### config.mk
export PLATFORM = sky130hd
export DESIGN_NAME = fmsp_serial_port
export DESIGN_NICKNAME = d
export VERILOG_FILES = /design/src/logic/fmsp_serial_port.v
export VERILOG_INCLUDE_DIRS = /design/src /design/src/include
export SDC_FILE = /design/constraint.sdc
export NUM_CORES = 1
export LEC_CHECK = 0
export BUFFER_PORTS_ARGS = -buffer_cell sky130_fd_sc_hd__buf_2
export CORE_MARGIN = 5
export CORE_UTILIZATION = 25
export DETAILED_ROUTE_END_ITERATION = 8
export MAX_ROUTING_LAYER = met4
export PLACE_DENSITY_LB_ADDON = 0.12
export SLEW_MARGIN = 20
export SYNTH_ARGS = -nofsm -noshare
export SYNTH_HDL_FRONTEND = slang
export SYNTH_SLANG_ARGS = --single-unit
### constraint.sdc
create_clock -name clk_sys -period 4 [get_ports clk_sys]
set_input_delay 1 -clock clk_sys [delete_from_list [all_inputs] [get_ports clk_sys]]
set_output_delay 1 -clock clk_sys [all_outputs]
set_load 0.005 [all_outputs]
### src/include/fmsp_defines.vh
// constants for the four mode serial port
`ifndef FMSP_DEFINES_VH
`define FMSP_DEFINES_VH
// ----------------------------------------------------------------
// register addresses
// ----------------------------------------------------------------
`define FMSP_ADDR_CONTROL 8'h98
`define FMSP_ADDR_BUFFER 8'h99
`define FMSP_IRQ_VECTOR 8'h23
// ----------------------------------------------------------------
// serial_control field positions, reset value
// ----------------------------------------------------------------
`define FMSP_BIT_MODE_HIGH 7
`define FMSP_BIT_MODE_LOW 6
`define FMSP_BIT_MULTI_NODE 5
`define FMSP_BIT_RX_ENABLE 4
`define FMSP_BIT_TX_NINTH 3
`define FMSP_BIT_RX_NINTH 2
`define FMSP_BIT_TX_DONE 1
`define FMSP_BIT_RX_DONE 0
`define FMSP_CONTROL_RESET 8'h00
`define FMSP_BUFFER_RESET 8'h00
// ----------------------------------------------------------------
// modes
// ----------------------------------------------------------------
`define FMSP_MODE_SYNC 2'h0
`define FMSP_MODE_ASYNC8 2'h1
`define FMSP_MODE_ASYNC9_FIXED 2'h2
`define FMSP_MODE_ASYNC9_TIMER 2'h3
// ----------------------------------------------------------------
// timing: oscillator clocks (one clk_sys cycle each), oversample ticks per bit and tick indices, frame bit counts
// ----------------------------------------------------------------
`define FMSP_SYNC_CLK_PER_BIT 12
`define FMSP_SYNC_HALF 4'h6
`define FMSP_SYNC_LAST 4'hB
`define FMSP_FIXED_SLOW_CLK 64
`define FMSP_FIXED_FAST_CLK 32
`define FMSP_OVERSAMPLE 16
`define FMSP_TICK_MID 4'h7
`define FMSP_TICK_LAST 4'hF
`define FMSP_BITS_FRAME8 4'hA
`define FMSP_BITS_FRAME9 4'hB
// ----------------------------------------------------------------
// receive stream fifo
// ----------------------------------------------------------------
`define FMSP_FIFO_WIDTH 9
`define FMSP_FIFO_DEPTH 16
`define FMSP_FIFO_AW 4
`endif

### src/logic/fmsp_serial_port.v
// four mode serial port: fifo and port logic
`timescale 1ns/1ps
`default_nettype none
`include "fmsp_defines.vh"

// ----------------------------------------------------------------
// fifo of flip-flops, write and read by index
// ----------------------------------------------------------------
module fmsp_fifo #(
  parameter WIDTH = `FMSP_FIFO_WIDTH,
  parameter DEPTH = `FMSP_FIFO_DEPTH,
  parameter AW = `FMSP_FIFO_AW
) (
  // clock and reset
  input wire clk_sys,
  input wire sys_rst,
  // filling side
  input wire in_valid,
  output reg in_ready,
  input wire [WIDTH-1:0] in_data,
  // draining side
  output reg out_valid,
  input wire out_ready,
  output wire [WIDTH-1:0] out_data
);
  reg [WIDTH-1:0] mem [0:DEPTH-1];
  reg [AW-1:0] wr_ptr;
  reg [AW-1:0] rd_ptr;
  reg [AW:0] count;
  wire do_push;
  wire do_pop;
  wire [AW:0] next_count;
  genvar i;

  assign do_push = in_valid & in_ready;
  assign do_pop = out_valid & out_ready;
  assign next_count = count + {{AW{1'b0}}, do_push} - {{AW{1'b0}}, do_pop};
  assign out_data = mem[rd_ptr];

  generate
    for (i = 0; i < DEPTH; i = i + 1)
    begin : g_entry
      localparam integer IDX = i;
      always @(posedge clk_sys)
      begin
        if (sys_rst)
          mem[i] <= {WIDTH{1'b0}};
        else if (do_push && wr_ptr == IDX[AW-1:0])
          mem[i] <= in_data;
      end
    end
  endgenerate

  always @(posedge clk_sys)
  begin
    if (sys_rst)
    begin
      wr_ptr <= {AW{1'b0}};
      rd_ptr <= {AW{1'b0}};
      count <= {(AW+1){1'b0}};
      in_ready <= 1'b0;
      out_valid <= 1'b0;
    end
    else
    begin
      if (do_push)
        wr_ptr <= wr_ptr + 1'b1;
      if (do_pop)
        rd_ptr <= rd_ptr + 1'b1;
      count <= next_count;
      in_ready <= (next_count != DEPTH[AW:0]);
      out_valid <= (next_count != {(AW+1){1'b0}});
    end
  end
endmodule // fmsp_fifo

module fmsp_serial_port (
  // clock and reset
  input wire clk_sys,
  input wire sys_rst,
  // special function register port
  input wire [7:0] sfr_addr,
  input wire sfr_wr,
  input wire sfr_rd,
  input wire [7:0] sfr_wdata,
  output reg [7:0] sfr_rdata,
  // baud sources and port latches
  input wire timer1_overflow,
  input wire fixed_rate_double,
  input wire port_latch_rx,
  input wire port_latch_tx,
  // pins
  input wire rxd_pin_in,
  output reg rxd_pin_out,
  output reg rxd_pin_oe_n,
  output reg txd_pin,
  // interrupt request
  output reg serial_irq,
  // received word stream, {ninth bit, data}
  output wire rx_stream_valid,
  input wire rx_stream_ready,
  output wire [8:0] rx_stream_data
);
  localparam RX_IDLE = 3'h0;
  localparam RX_START = 3'h1;
  localparam RX_DATA = 3'h2;
  localparam RX_STOP = 3'h3;
  localparam RX_DONE = 3'h4;

  // ----------------------------------------------------------------
  // registers and pin synchroniser
  // ----------------------------------------------------------------
  reg [7:0] serial_control;
  reg [7:0] rx_buffer;
  reg rxd_s1;
  reg rxd_s2;
  reg rx_line_d;
  wire rx_line;
  wire [1:0] mode;
  wire nine_bits;
  wire async_mode;
  wire ctl_wr;
  wire buf_wr;

  assign rx_line = rxd_s2 & port_latch_rx;
  assign mode = {serial_control[`FMSP_BIT_MODE_HIGH], serial_control[`FMSP_BIT_MODE_LOW]};
  assign nine_bits = mode[1];
  assign async_mode = (mode != `FMSP_MODE_SYNC);
  assign ctl_wr = sfr_wr && (sfr_addr == `FMSP_ADDR_CONTROL);
  assign buf_wr = sfr_wr && (sfr_addr == `FMSP_ADDR_BUFFER);

  always @(posedge clk_sys)
  begin
    if (sys_rst)
    begin
      rxd_s1 <= 1'b1;
      rxd_s2 <= 1'b1;
      rx_line_d <= 1'b1;
    end
    else
    begin
      rxd_s1 <= rxd_pin_in;
      rxd_s2 <= rxd_s1;
      rx_line_d <= rx_line;
    end
  end

  // ----------------------------------------------------------------
  // oversample tick: timer 1 overflow or fixed divider
  // ----------------------------------------------------------------
  reg [5:0] fix_div;
  wire [5:0] fix_max;
  wire tick;

  localparam integer FIX_FAST = `FMSP_FIXED_FAST_CLK / `FMSP_OVERSAMPLE - 1;
  localparam integer FIX_SLOW = `FMSP_FIXED_SLOW_CLK / `FMSP_OVERSAMPLE - 1;

  // sixteen ticks per bit gives 32 or 64 clocks per bit in mode 2
  assign fix_max = fixed_rate_double ? FIX_FAST[5:0] : FIX_SLOW[5:0];
  assign tick = (mode == `FMSP_MODE_ASYNC9_FIXED) ? (fix_div == fix_max) :
    timer1_overflow;

  always @(posedge clk_sys)
  begin
    // a rate change can leave the divider above its new limit
    if (sys_rst || fix_div >= fix_max)
      fix_div <= 6'h00;
    else
      fix_div <= fix_div + 6'h01;
  end

  // ----------------------------------------------------------------
  // asynchronous receiver
  // ----------------------------------------------------------------
  reg [2:0] rx_state;
  reg [3:0] rx_tcnt;
  reg [3:0] rx_bcnt;
  reg [8:0] rx_sh;
  reg rx_stop;
  wire rx_ninth;
  wire [7:0] rx_word;
  wire rx_accept;
  wire rx_complete;
  wire fifo_in_ready;

  assign rx_ninth = nine_bits ? rx_sh[8] : rx_stop;
  assign rx_word = nine_bits ? rx_sh[7:0] : rx_sh[8:1];
  assign rx_accept = !(serial_control[`FMSP_BIT_MULTI_NODE] && !rx_ninth);
  // a full stream fifo holds the finished word back
  assign rx_complete = (rx_state == RX_DONE) &&
    (fifo_in_ready || !rx_accept);

  always @(posedge clk_sys)
  begin
    if (sys_rst || !async_mode || !serial_control[`FMSP_BIT_RX_ENABLE])
    begin
      rx_state <= RX_IDLE;
      rx_tcnt <= 4'h0;
      rx_bcnt <= 4'h0;
      rx_sh <= 9'h000;
      rx_stop <= 1'b0;
    end
    else
    begin
      if (tick)
        rx_tcnt <= rx_tcnt + 4'h1;
      case (rx_state)
        RX_IDLE:
        begin
          rx_tcnt <= 4'h0;
          rx_bcnt <= 4'h0;
          if (rx_line_d && !rx_line)
            rx_state <= RX_START;
        end
        RX_START:
          if (tick && rx_tcnt == `FMSP_TICK_MID)
          begin
            rx_tcnt <= 4'h0;
            rx_state <= rx_line ? RX_IDLE : RX_DATA;
          end
        RX_DATA:
          if (tick && rx_tcnt == `FMSP_TICK_LAST)
          begin
            rx_sh <= {rx_line, rx_sh[8:1]};
            rx_bcnt <= rx_bcnt + 4'h1;
            if (rx_bcnt == (nine_bits ? 4'h8 : 4'h7))
              rx_state <= RX_STOP;
          end
        RX_STOP:
          if (tick && rx_tcnt == `FMSP_TICK_LAST)
          begin
            rx_stop <= rx_line;
            rx_state <= RX_DONE;
          end
        RX_DONE:
          if (rx_complete)
            rx_state <= RX_IDLE;
        default:
          rx_state <= RX_IDLE;
      endcase
    end
  end

  // ----------------------------------------------------------------
  // asynchronous transmitter
  // ----------------------------------------------------------------
  reg tx_busy;
  reg [10:0] tx_sh;
  reg [3:0] tx_tcnt;
  reg [3:0] tx_left;
  wire tx_end;

  assign tx_end = tx_busy && tick && tx_tcnt == `FMSP_TICK_LAST &&
    tx_left == 4'h1;

  always @(posedge clk_sys)
  begin
    if (sys_rst || !async_mode)
    begin
      tx_busy <= 1'b0;
      tx_sh <= 11'h7FF;
      tx_tcnt <= 4'h0;
      tx_left <= 4'h0;
    end
    else if (buf_wr)
    begin
      // a write while busy restarts the frame
      tx_busy <= 1'b1;
      tx_tcnt <= 4'h0;
      tx_sh <= {1'b1, nine_bits ? serial_control[`FMSP_BIT_TX_NINTH] : 1'b1,
        sfr_wdata, 1'b0};
      tx_left <= nine_bits ? `FMSP_BITS_FRAME9 : `FMSP_BITS_FRAME8;
    end
    else if (tx_busy && tick)
    begin
      tx_tcnt <= tx_tcnt + 4'h1;
      if (tx_tcnt == `FMSP_TICK_LAST)
      begin
        tx_sh <= {1'b1, tx_sh[10:1]};
        tx_left <= tx_left - 4'h1;
        if (tx_left == 4'h1)
          tx_busy <= 1'b0;
      end
    end
  end

  // ----------------------------------------------------------------
  // synchronous shift engine, half duplex
  // ----------------------------------------------------------------
  reg m0_busy;
  reg m0_dir_rx;
  reg [3:0] m0_phase;
  reg [2:0] m0_bits;
  reg [7:0] m0_sh;
  reg m0_samp;
  wire m0_start_rx;
  wire m0_end;

  assign m0_start_rx = !async_mode && !m0_busy &&
    serial_control[`FMSP_BIT_RX_ENABLE] && !serial_control[`FMSP_BIT_RX_DONE];
  assign m0_end = m0_busy && m0_phase == `FMSP_SYNC_LAST &&
    m0_bits == 3'h7;

  always @(posedge clk_sys)
  begin
    if (sys_rst || async_mode)
    begin
      m0_busy <= 1'b0;
      m0_dir_rx <= 1'b0;
      m0_phase <= 4'h0;
      m0_bits <= 3'h0;
      m0_sh <= 8'h00;
      m0_samp <= 1'b0;
    end
    else if (buf_wr)
    begin
      m0_busy <= 1'b1;
      m0_dir_rx <= 1'b0;
      m0_phase <= 4'h0;
      m0_bits <= 3'h0;
      m0_sh <= sfr_wdata;
    end
    else if (m0_start_rx)
    begin
      m0_busy <= 1'b1;
      m0_dir_rx <= 1'b1;
      m0_phase <= 4'h0;
      m0_bits <= 3'h0;
    end
    else if (m0_busy)
    begin
      // sample at mid phase, as the shift clock rises; the far end shifts while it is low
      if (m0_phase == `FMSP_SYNC_HALF)
        m0_samp <= rx_line;
      if (m0_phase == `FMSP_SYNC_LAST)
      begin
        m0_phase <= 4'h0;
        m0_bits <= m0_bits + 3'h1;
        m0_sh <= m0_dir_rx ? {m0_samp, m0_sh[7:1]} :
          {1'b0, m0_sh[7:1]};
        if (m0_bits == 3'h7)
          m0_busy <= 1'b0;
      end
      else
        m0_phase <= m0_phase + 4'h1;
    end
  end

  // ----------------------------------------------------------------
  // receive stream fifo
  // ----------------------------------------------------------------
  wire fifo_push;

  assign fifo_push = rx_complete && rx_accept;

  fmsp_fifo #(
    .WIDTH(`FMSP_FIFO_WIDTH),
    .DEPTH(`FMSP_FIFO_DEPTH),
    .AW(`FMSP_FIFO_AW)
  ) u_rx_fifo (
    .clk_sys(clk_sys),
    .sys_rst(sys_rst),
    .in_valid(fifo_push),
    .in_ready(fifo_in_ready),
    .in_data({rx_ninth, rx_word}),
    .out_valid(rx_stream_valid),
    .out_ready(rx_stream_ready),
    .out_data(rx_stream_data)
  );

  // ----------------------------------------------------------------
  // control register, receive buffer, read port
  // ----------------------------------------------------------------
  wire set_rx_done;
  wire set_tx_done;
  wire m0_rx_end;
  wire [7:0] next_serial_control;

  assign m0_rx_end = m0_end && m0_dir_rx;
  assign set_rx_done = fifo_push || m0_rx_end;
  assign set_tx_done = tx_end || (m0_end && !m0_dir_rx);
  // hardware set wins over a software clear in the same cycle
  assign next_serial_control = ctl_wr ? sfr_wdata : serial_control;

  always @(posedge clk_sys)
  begin
    if (sys_rst)
    begin
      serial_control <= `FMSP_CONTROL_RESET;
      rx_buffer <= `FMSP_BUFFER_RESET;
      sfr_rdata <= 8'h00;
    end
    else
    begin
      serial_control[7:3] <= next_serial_control[7:3];
      serial_control[`FMSP_BIT_RX_NINTH] <= fifo_push ? rx_ninth :
        next_serial_control[`FMSP_BIT_RX_NINTH];
      serial_control[`FMSP_BIT_TX_DONE] <= next_serial_control[`FMSP_BIT_TX_DONE] |
        set_tx_done;
      serial_control[`FMSP_BIT_RX_DONE] <= next_serial_control[`FMSP_BIT_RX_DONE] |
        set_rx_done;
      if (fifo_push)
        rx_buffer <= rx_word;
      else if (m0_rx_end)
        rx_buffer <= {m0_samp, m0_sh[7:1]};
      if (sfr_rd && sfr_addr == `FMSP_ADDR_CONTROL)
        sfr_rdata <= serial_control;
      else if (sfr_rd && sfr_addr == `FMSP_ADDR_BUFFER)
        sfr_rdata <= rx_buffer;
      else
        sfr_rdata <= 8'h00;
    end
  end

  // ----------------------------------------------------------------
  // pins and interrupt request
  // ----------------------------------------------------------------
  always @(posedge clk_sys)
  begin
    if (sys_rst)
    begin
      txd_pin <= 1'b0;
      rxd_pin_out <= 1'b1;
      rxd_pin_oe_n <= 1'b1;
      serial_irq <= 1'b0;
    end
    else
    begin
      if (async_mode)
        txd_pin <= port_latch_tx & (tx_busy ? tx_sh[0] : 1'b1);
      else
        txd_pin <= port_latch_tx &
          (!m0_busy || m0_phase >= `FMSP_SYNC_HALF);
      rxd_pin_out <= m0_sh[0];
      rxd_pin_oe_n <= !(port_latch_rx && m0_busy && !m0_dir_rx);
      serial_irq <= next_serial_control[`FMSP_BIT_TX_DONE] | set_tx_done |
        next_serial_control[`FMSP_BIT_RX_DONE] | set_rx_done;
    end
  end
endmodule // fmsp_serial_port
`default_nettype wire

==> tab_implementation.tex, run 1 <==
\begin{tabular}{lr}
\hline
Metric & Value \\
\hline
\multicolumn{2}{l}{\textbf{GRT}} \\
Remaining global-route overflow & 0 \\
Vias in the first global route & 7783 \\
Wire length of the first global-routing pass & 48900 um \\
Maximum number of pins on one net before global-route repair & 37 \\
Number of antenna violations at the first check in global routing & 0 \\
GRT Util Overall & 12.9\% \\
\multicolumn{2}{l}{\textbf{Pwr}} \\
Sw Share & 24.0\% \\
Leak pwr & 4.34 nW \\
Cell internal pwr & 0.00480 W \\
Peak supply drop & 317 uV \\
Part of the total power dissipated in the clock network & 40.6\% \\
Total power after layout & 0.00631 W \\
Relative contribution of sequential cells to total power & 47.1\% \\
Comb pwr share & 12.3\% \\
Switching power summed over all nets & 0.00151 W \\
P per Cell Area & 477 nW/um2 \\
\multicolumn{2}{l}{\textbf{Finish}} \\
Diodes inserted & 0 \\
Post-layout nets & 1063 \\
Area growth from synthesis to layout & 16.6\% \\
Fraction of layout instances using a drive strength above 1 & 18.7\% \\
Commonest non-fill, non-tap cell in the layout & nor2\_1 \\
Most used cells in the layout excluding fill and tap cells & nor2\_1, edfxtp\_1, dfxtp\_1, nand2\_1, buf\_2 \\
\multicolumn{2}{l}{\textbf{Synth}} \\
Mapped Area & 11300 um2 \\
Multiplexer share of the synthesized area & 12.9\% \\
Fraction of registers with async set/reset & 0\% \\
Number of enable flip-flop cells after synthesis & 144 \\
Netlist cell types & 66 \\
Post-Synthesis Cells & 964 \\
Arithmetic-cell share of the synthesized area counting full adders, half adders and majority gates & 2.49\% \\
Fraction of the yosys area taken by sequential cells & 58.2\% \\
Fraction of synthesized cell area in xor and xnor cells & 1.85\% \\
Synthesized-area fraction occupied by and/or/nand/nor cells & 16.2\% \\
Cell types occupying the most area after synthesis & edfxtp\_1, dfxtp\_1, mux4\_2, nor2\_1, mux2i\_1 \\
Top cell type's share of synthesized area & 38.1\% \\
Count of yosys warnings during synthesis & 0 \\
Combinational family with the most area after synthesis & simple AND/OR/NAND/NOR gates \\
Synth Area in Compound Gates & 5.46\% \\
Post-synthesis cell type with the largest combined area & edfxtp\_1 \\
Number of synthesized register bits & 258 \\
Synth Flop Type & edfxtp\_1 \\
Average size of a mapped cell & 11.8 um2 \\
\multicolumn{2}{l}{\textbf{Clock network}} \\
H-Tree Level Count & 1 \\
Root buffer cell & clkbuf\_16 \\
TritonCTS buffer count & 30 \\
Number of cells upsized or downsized after cts & 0 \\
Number of hold buffers added after CTS & 0 \\
Clk pin slew, worst setup/hold paths & 0.05 ns \\
Clock latency reported for the late side of the worst-skew pair & 0.56 ns \\
CTS tree & built \\
Sink count of the clock tree & 258 \\
Clock Tree Buf Depth & 3 \\
Number of post-CTS setup repair buffers & 0 \\
\multicolumn{2}{l}{\textbf{Routing}} \\
Mean routed wirelength per cell & 19.2 um \\
Iteration-0 DRC count of the detailed router & 470 \\
Via-per-instance ratio & 4.53 \\
Total Wirelength & 31300 um \\
Number of optimization iterations in the first detailed-route pass & 4 \\
Vias after detailed routing & 7385 \\
Number of nets with antenna violations after detailed routing & 0 \\
\# DRC & 0 \\
\multicolumn{2}{l}{\textbf{Setup path}} \\
Maximum fanout along the worst path & 36 \\
Worst endpoint data arrival time & 2.49 ns \\
Endpoint type of the worst setup path & output port \\
Startpoint kind of the worst setup timing path & flop \\
WP data required & 3.00 ns \\
Number of cells on the worst reg-to-reg path & 6 \\
Critical setup path kind & reg2out \\
\multicolumn{2}{l}{\textbf{Run}} \\
Maximum capacitance violations & 0 \\
\multicolumn{2}{l}{\textbf{Min path}} \\
Worst hold path stage count & 2 \\
Classification of the worst-slack hold path & reg2reg \\
\multicolumn{2}{l}{\textbf{Timing}} \\
Fmax achieved & 287 MHz \\
Final setup fails & 0 \\
RSZ-0062 raised after global routing & false \\
Count of pins over their slew limit & 0 \\
Transition time of the tightest slew-check pin & 0.865 ns \\
Final min period & 3.49 ns \\
Setup clock skew after layout & 0.0232 ns \\
Final critical-path share of the clock period & 87.2\% \\
Worst hold-check slack & 0.448 ns \\
Final Hold Vio Count & 0 \\
Relative slew slack & 41.9\% \\
Total negative slack for setup checks & 0 ns \\
Post-route worst setup slack & 0.512 ns \\
\multicolumn{2}{l}{\textbf{Placement}} \\
HPWL Detailed & 21100 um \\
Final weighted congestion of routability-driven global placement & 0.729 \\
Port Buf Inserts & 47 \\
Setup WS pre-CTS & 0.868 ns \\
\multicolumn{2}{l}{\textbf{Die}} \\
Y dimension of the die & 223 um \\
Area of the die & 49800 um2 \\
I/O pin total & 48 \\
Count of standard-cell rows & 78 \\
DIE WIDTH & 223 um \\
Starting Density & 25.1\% \\
Core area & 45200 um2 \\
\multicolumn{2}{l}{\textbf{Run status}} \\
Status & completed \\
\hline
\end{tabular}
## worst paths after layout
| kind | from | endpoint | slack (ns) |
|---|---|---|---|
| worst max register to register | rx_state[2] | u_rx_fifo.mem[0][2] | 1.42 |
| worst min-delay path | rx_buffer[7] | rx_buffer[7] | 0.45 |
| worst min register to register | rx_buffer[7] | rx_buffer[7] | 0.45 |
| worst max-delay path | flop | rx_stream_data[3] | 0.51 |
## flip-flops by register name (all words and copies together) (netlist names), 5 cells and up, named ones only
signal / count
fix_div: 6
m0_sh: 8
rx_buffer: 8
rx_sh: 9
serial_control: 8
sfr_rdata: 8
tx_sh: 10
u_rx_fifo.count: 5
u_rx_fifo.mem: 144
## worst max-delay path, cell delays in order (launching register included)
cell and delay, ns:
dfxtp_1 0.30, buf_4 0.49, mux4_2 0.45, mux4_2 0.52, buf_2 0.15
## routing by layer
metal  routed length (um)  GRT usage, %
met5                    0             -
met4                  711          2.96
met3                 1150          1.91
met2                14800          20.8
met1                14600          17.4
## power by group through the flow
| stage | combinational, W | sequential [W] | clock, W |
|---|---|---|---|
| final | 0.000773 | 0.00297 | 0.00256 |
| after global placement | 0.000802 | 0.00303 | 0 |
| after detailed placement | 0.000794 | 0.00303 | 0 |
| after CTS | 0.000797 | 0.00298 | 0.00265 |
| after floorplan | 0.000565 | 0.00300 | 0 |
| after global routing | 0.000851 | 0.00299 | 0.00276 |
## stage by stage
stage	utilization, %	instance area [um2]	std cells
after floorplan	-	11400	966
after global placement	27.3	12300	1583
after detailed placement	27.3	12300	1583
after CTS	29.3	13200	1632
after global routing	29.3	13200	1632
final	29.3	13200	1632
## kinds of logic after synthesis
family / Yosys count
other: 1
xor gates and xnor gates: 24
buffers and inverters: 72
DFF: 258
AOI/OAI and AO/OA: 97
adders and majority gates: 22
and+or+nand+nor: 400
muxes: 90
## cell usage after synthesis, drive strengths merged (3+ instances only)
cell    number
nor2       200
edfxtp     144
dfxtp      114
nand2       94
mux4        45
mux2i       44
clkbuf      34
a21oi       30
nand3       25
buf         24
ha          21
o21ai       20
nor3        19
inv         14
xor2        14
a31oi       12
and2        12
xnor2       10
and3         9
nand4        9
o211ai       8
nand2b       7
o31ai        7
a211oi       5
nor2b        5
a21o         4
nor4         4
or2          4
nor3b        3
## layout make-up
class / instances / area, um2
Inverter: 14 / 52.6
Clock inverter: 8 / 56.3
Sequential cell: 258 / 6610
Multi-Input combinational cell: 636 / 4470
Timing Repair Buffer: 75 / 458
Tap cell: 600 / 751
Fill cell: 4622 / 32000
Clock buffer: 41 / 833
Note: power is estimated with default switching activity, not from simulation.
==> run 2: changes to the inputs <==
==> constraint.sdc (replaced) <==
create_clock -name clk_sys -period 4 [get_ports clk_sys]
set_input_delay 0.6 -clock clk_sys [delete_from_list [all_inputs] [get_ports clk_sys]]
set_output_delay 0.6 -clock clk_sys [all_outputs]
set_load 0.005 [all_outputs]
==> run 2 against run 1 <==
  * First-iteration DRC count decreased by 14%
  * Sequential power about the same
  * Worst setup slack improved by 0.17 ns
  * Final cell count increased by 0.43%
  * Sequential share of layout area decreased by 0.11 points
  * Critical endpoint is now rx_stream_data[4]
  * Largest cell class unchanged
==> tab_implementation.tex, run 2 (synthesized netlist as in run 1, its figures left out) <==
\begin{tabular}{lr}
\hline
Metric & Value \\
\hline
\multicolumn{2}{l}{\textbf{Timing}} \\
RSZ-0062 raised after global routing & false \\
Final setup fails & 0 \\
Final critical-path share of the clock period & 82.9\% \\
Post-route worst setup slack & 0.685 ns \\
Fmax achieved & 302 MHz \\
Transition time of the tightest slew-check pin & 0.864 ns \\
Total negative slack for setup checks & 0 ns \\
Final min period & 3.31 ns \\
Setup clock skew after layout & 0.0164 ns \\
Final Hold Vio Count & 0 \\
Relative slew slack & 41.9\% \\
Count of pins over their slew limit & 0 \\
\multicolumn{2}{l}{\textbf{Routing}} \\
Total Wirelength & 32100 um \\
Via-per-instance ratio & 4.51 \\
Number of optimization iterations in the first detailed-route pass & 4 \\
Iteration-0 DRC count of the detailed router & 402 \\
\# DRC & 0 \\
Number of nets with antenna violations after detailed routing & 0 \\
Mean routed wirelength per cell & 19.6 um \\
Vias after detailed routing & 7390 \\
\multicolumn{2}{l}{\textbf{Die}} \\
Y dimension of the die & 223 um \\
DIE WIDTH & 223 um \\
Count of standard-cell rows & 78 \\
Starting Density & 25.1\% \\
Core area & 45200 um2 \\
Area of the die & 49800 um2 \\
I/O pin total & 48 \\
\multicolumn{2}{l}{\textbf{Setup path}} \\
Worst endpoint data arrival time & 2.71 ns \\
Startpoint kind of the worst setup timing path & flop \\
Critical setup path kind & reg2out \\
WP data required & 3.40 ns \\
Maximum fanout along the worst path & 13 \\
Endpoint type of the worst setup path & output port \\
Number of cells on the worst reg-to-reg path & 5 \\
\multicolumn{2}{l}{\textbf{Clock network}} \\
H-Tree Level Count & 1 \\
Clk pin slew, worst setup/hold paths & 0.06 ns \\
Root buffer cell & clkbuf\_16 \\
TritonCTS buffer count & 31 \\
Number of post-CTS setup repair buffers & 0 \\
Sink count of the clock tree & 258 \\
Number of cells upsized or downsized after cts & 0 \\
Clock latency reported for the late side of the worst-skew pair & 0.58 ns \\
Number of hold buffers added after CTS & 0 \\
CTS tree & built \\
Clock Tree Buf Depth & 3 \\
\multicolumn{2}{l}{\textbf{Finish}} \\
Diodes inserted & 0 \\
Biggest regs & u\_rx\_fifo.mem: 144 flops, tx\_sh: 10 flops, rx\_sh: 9 flops \\
Most used cells in the layout excluding fill and tap cells & nor2\_1, edfxtp\_1, dfxtp\_1, nand2\_1, buf\_2 \\
Post-layout nets & 1062 \\
Fin area & 13300 um2 \\
Fill cell instance count of the final layout & 4673 \\
Max FFs per register & 144 \\
Commonest non-fill, non-tap cell in the layout & nor2\_1 \\
Register ranked first by flip-flop count & u\_rx\_fifo.mem \\
Fraction of layout instances using a drive strength above 1 & 19.3\% \\
Area growth from synthesis to layout & 16.8\% \\
\multicolumn{2}{l}{\textbf{Placement}} \\
HPWL Detailed & 22000 um \\
Setup WS pre-CTS & 1.20 ns \\
Port Buf Inserts & 47 \\
Final weighted congestion of routability-driven global placement & 0.730 \\
Post-place instance area & 12300 um2 \\
\multicolumn{2}{l}{\textbf{Min path}} \\
Classification of the worst-slack hold path & in2reg \\
Worst hold path stage count & 2 \\
\multicolumn{2}{l}{\textbf{Pwr}} \\
P per Cell Area & 481 nW/um2 \\
Leak pwr & 4.36 nW \\
Peak supply drop & 342 uV \\
\multicolumn{2}{l}{\textbf{GRT}} \\
Number of antenna violations at the first check in global routing & 0 \\
Maximum number of pins on one net before global-route repair & 37 \\
GRT Util Overall & 13.3\% \\
Wire length of the first global-routing pass & 50200 um \\
Remaining global-route overflow & 0 \\
Vias in the first global route & 7769 \\
\multicolumn{2}{l}{\textbf{Run status}} \\
Status & completed \\
\multicolumn{2}{l}{\textbf{Run}} \\
Maximum capacitance violations & 0 \\
\hline
\end{tabular}
[run 2: changes by cell type in the layout (fill, tap and decap cells not counted), sizes merged]
cell      delta
buf          -2
bufinv       -1
clkbuf       +6
clkinv       +2
clkinvlp     +1
inv          +1
[run 2: critical path, cell delays in order, from the launching register on]
cell	delay (ns)
dfxtp_2	0.54
buf_4	0.36
mux4_2	0.59
mux4_2	0.50
buf_2	0.15
[run 2: layer usage]
layer | part of all wire [%] | vias to the layer above | GRT usage [%] | wire length, um
met5 | 0 | - | - | 0
met4 | 2.2 | 0 | 2.96 | 699
met3 | 3.1 | 49 | 1.84 | 1000
met2 | 48 | 130 | 21.8 | 15500
met1 | 47 | 3651 | 17.6 | 14900
li1 | - | 3560 | - | -
[run 2: area by class of cell]
type,count,area (um2),area share (%)
sequential,258,6610,49.8
multi-input combinational,636,4470,33.7
clock buffer,47,886,6.68
tap,600,751,5.66
timing repair buffer,73,430,3.25
clock inverter,11,61.3,0.462
inverter,14,52.6,0.396
[run 2: path summary, 6_finish.rpt]
path	from	to	slack [ns]
worst min register to register	rx_buffer[7]	rx_buffer[7]	0.45
worst min-delay path	rxd_pin_in	rxd_s1	0.23
worst max-delay path	flop	rx_stream_data[4]	0.69
worst max register to register	rx_state[2]	u_rx_fifo.mem[6][4]	1.46
[run 2: power breakdown]
part / total (W) / switching [W] / internal [W]
clock: 0.00265 / 0.00113 / 0.00152
combinational: 0.000736 / 0.000357 / 0.000379
sequential: 0.00299 / 0.0000721 / 0.00292
[run 2: stage by stage]
stage | std cells | total power (W) | hold WS [ns] | utilization [%]
6_report | 1639 | 0.00637 | 0.226 | 29.3
5_1_grt | 1639 | 0.00667 | 0.203 | 29.3
4_1_cts | 1639 | 0.00648 | 0.199 | 29.3
3_5_place_dp | 1581 | 0.00380 | 0.446 | 27.2
3_3_place_gp | 1581 | 0.00380 | 0.442 | 27.2
2_1_floorplan | 966 | 0.00356 | 0.389 | -
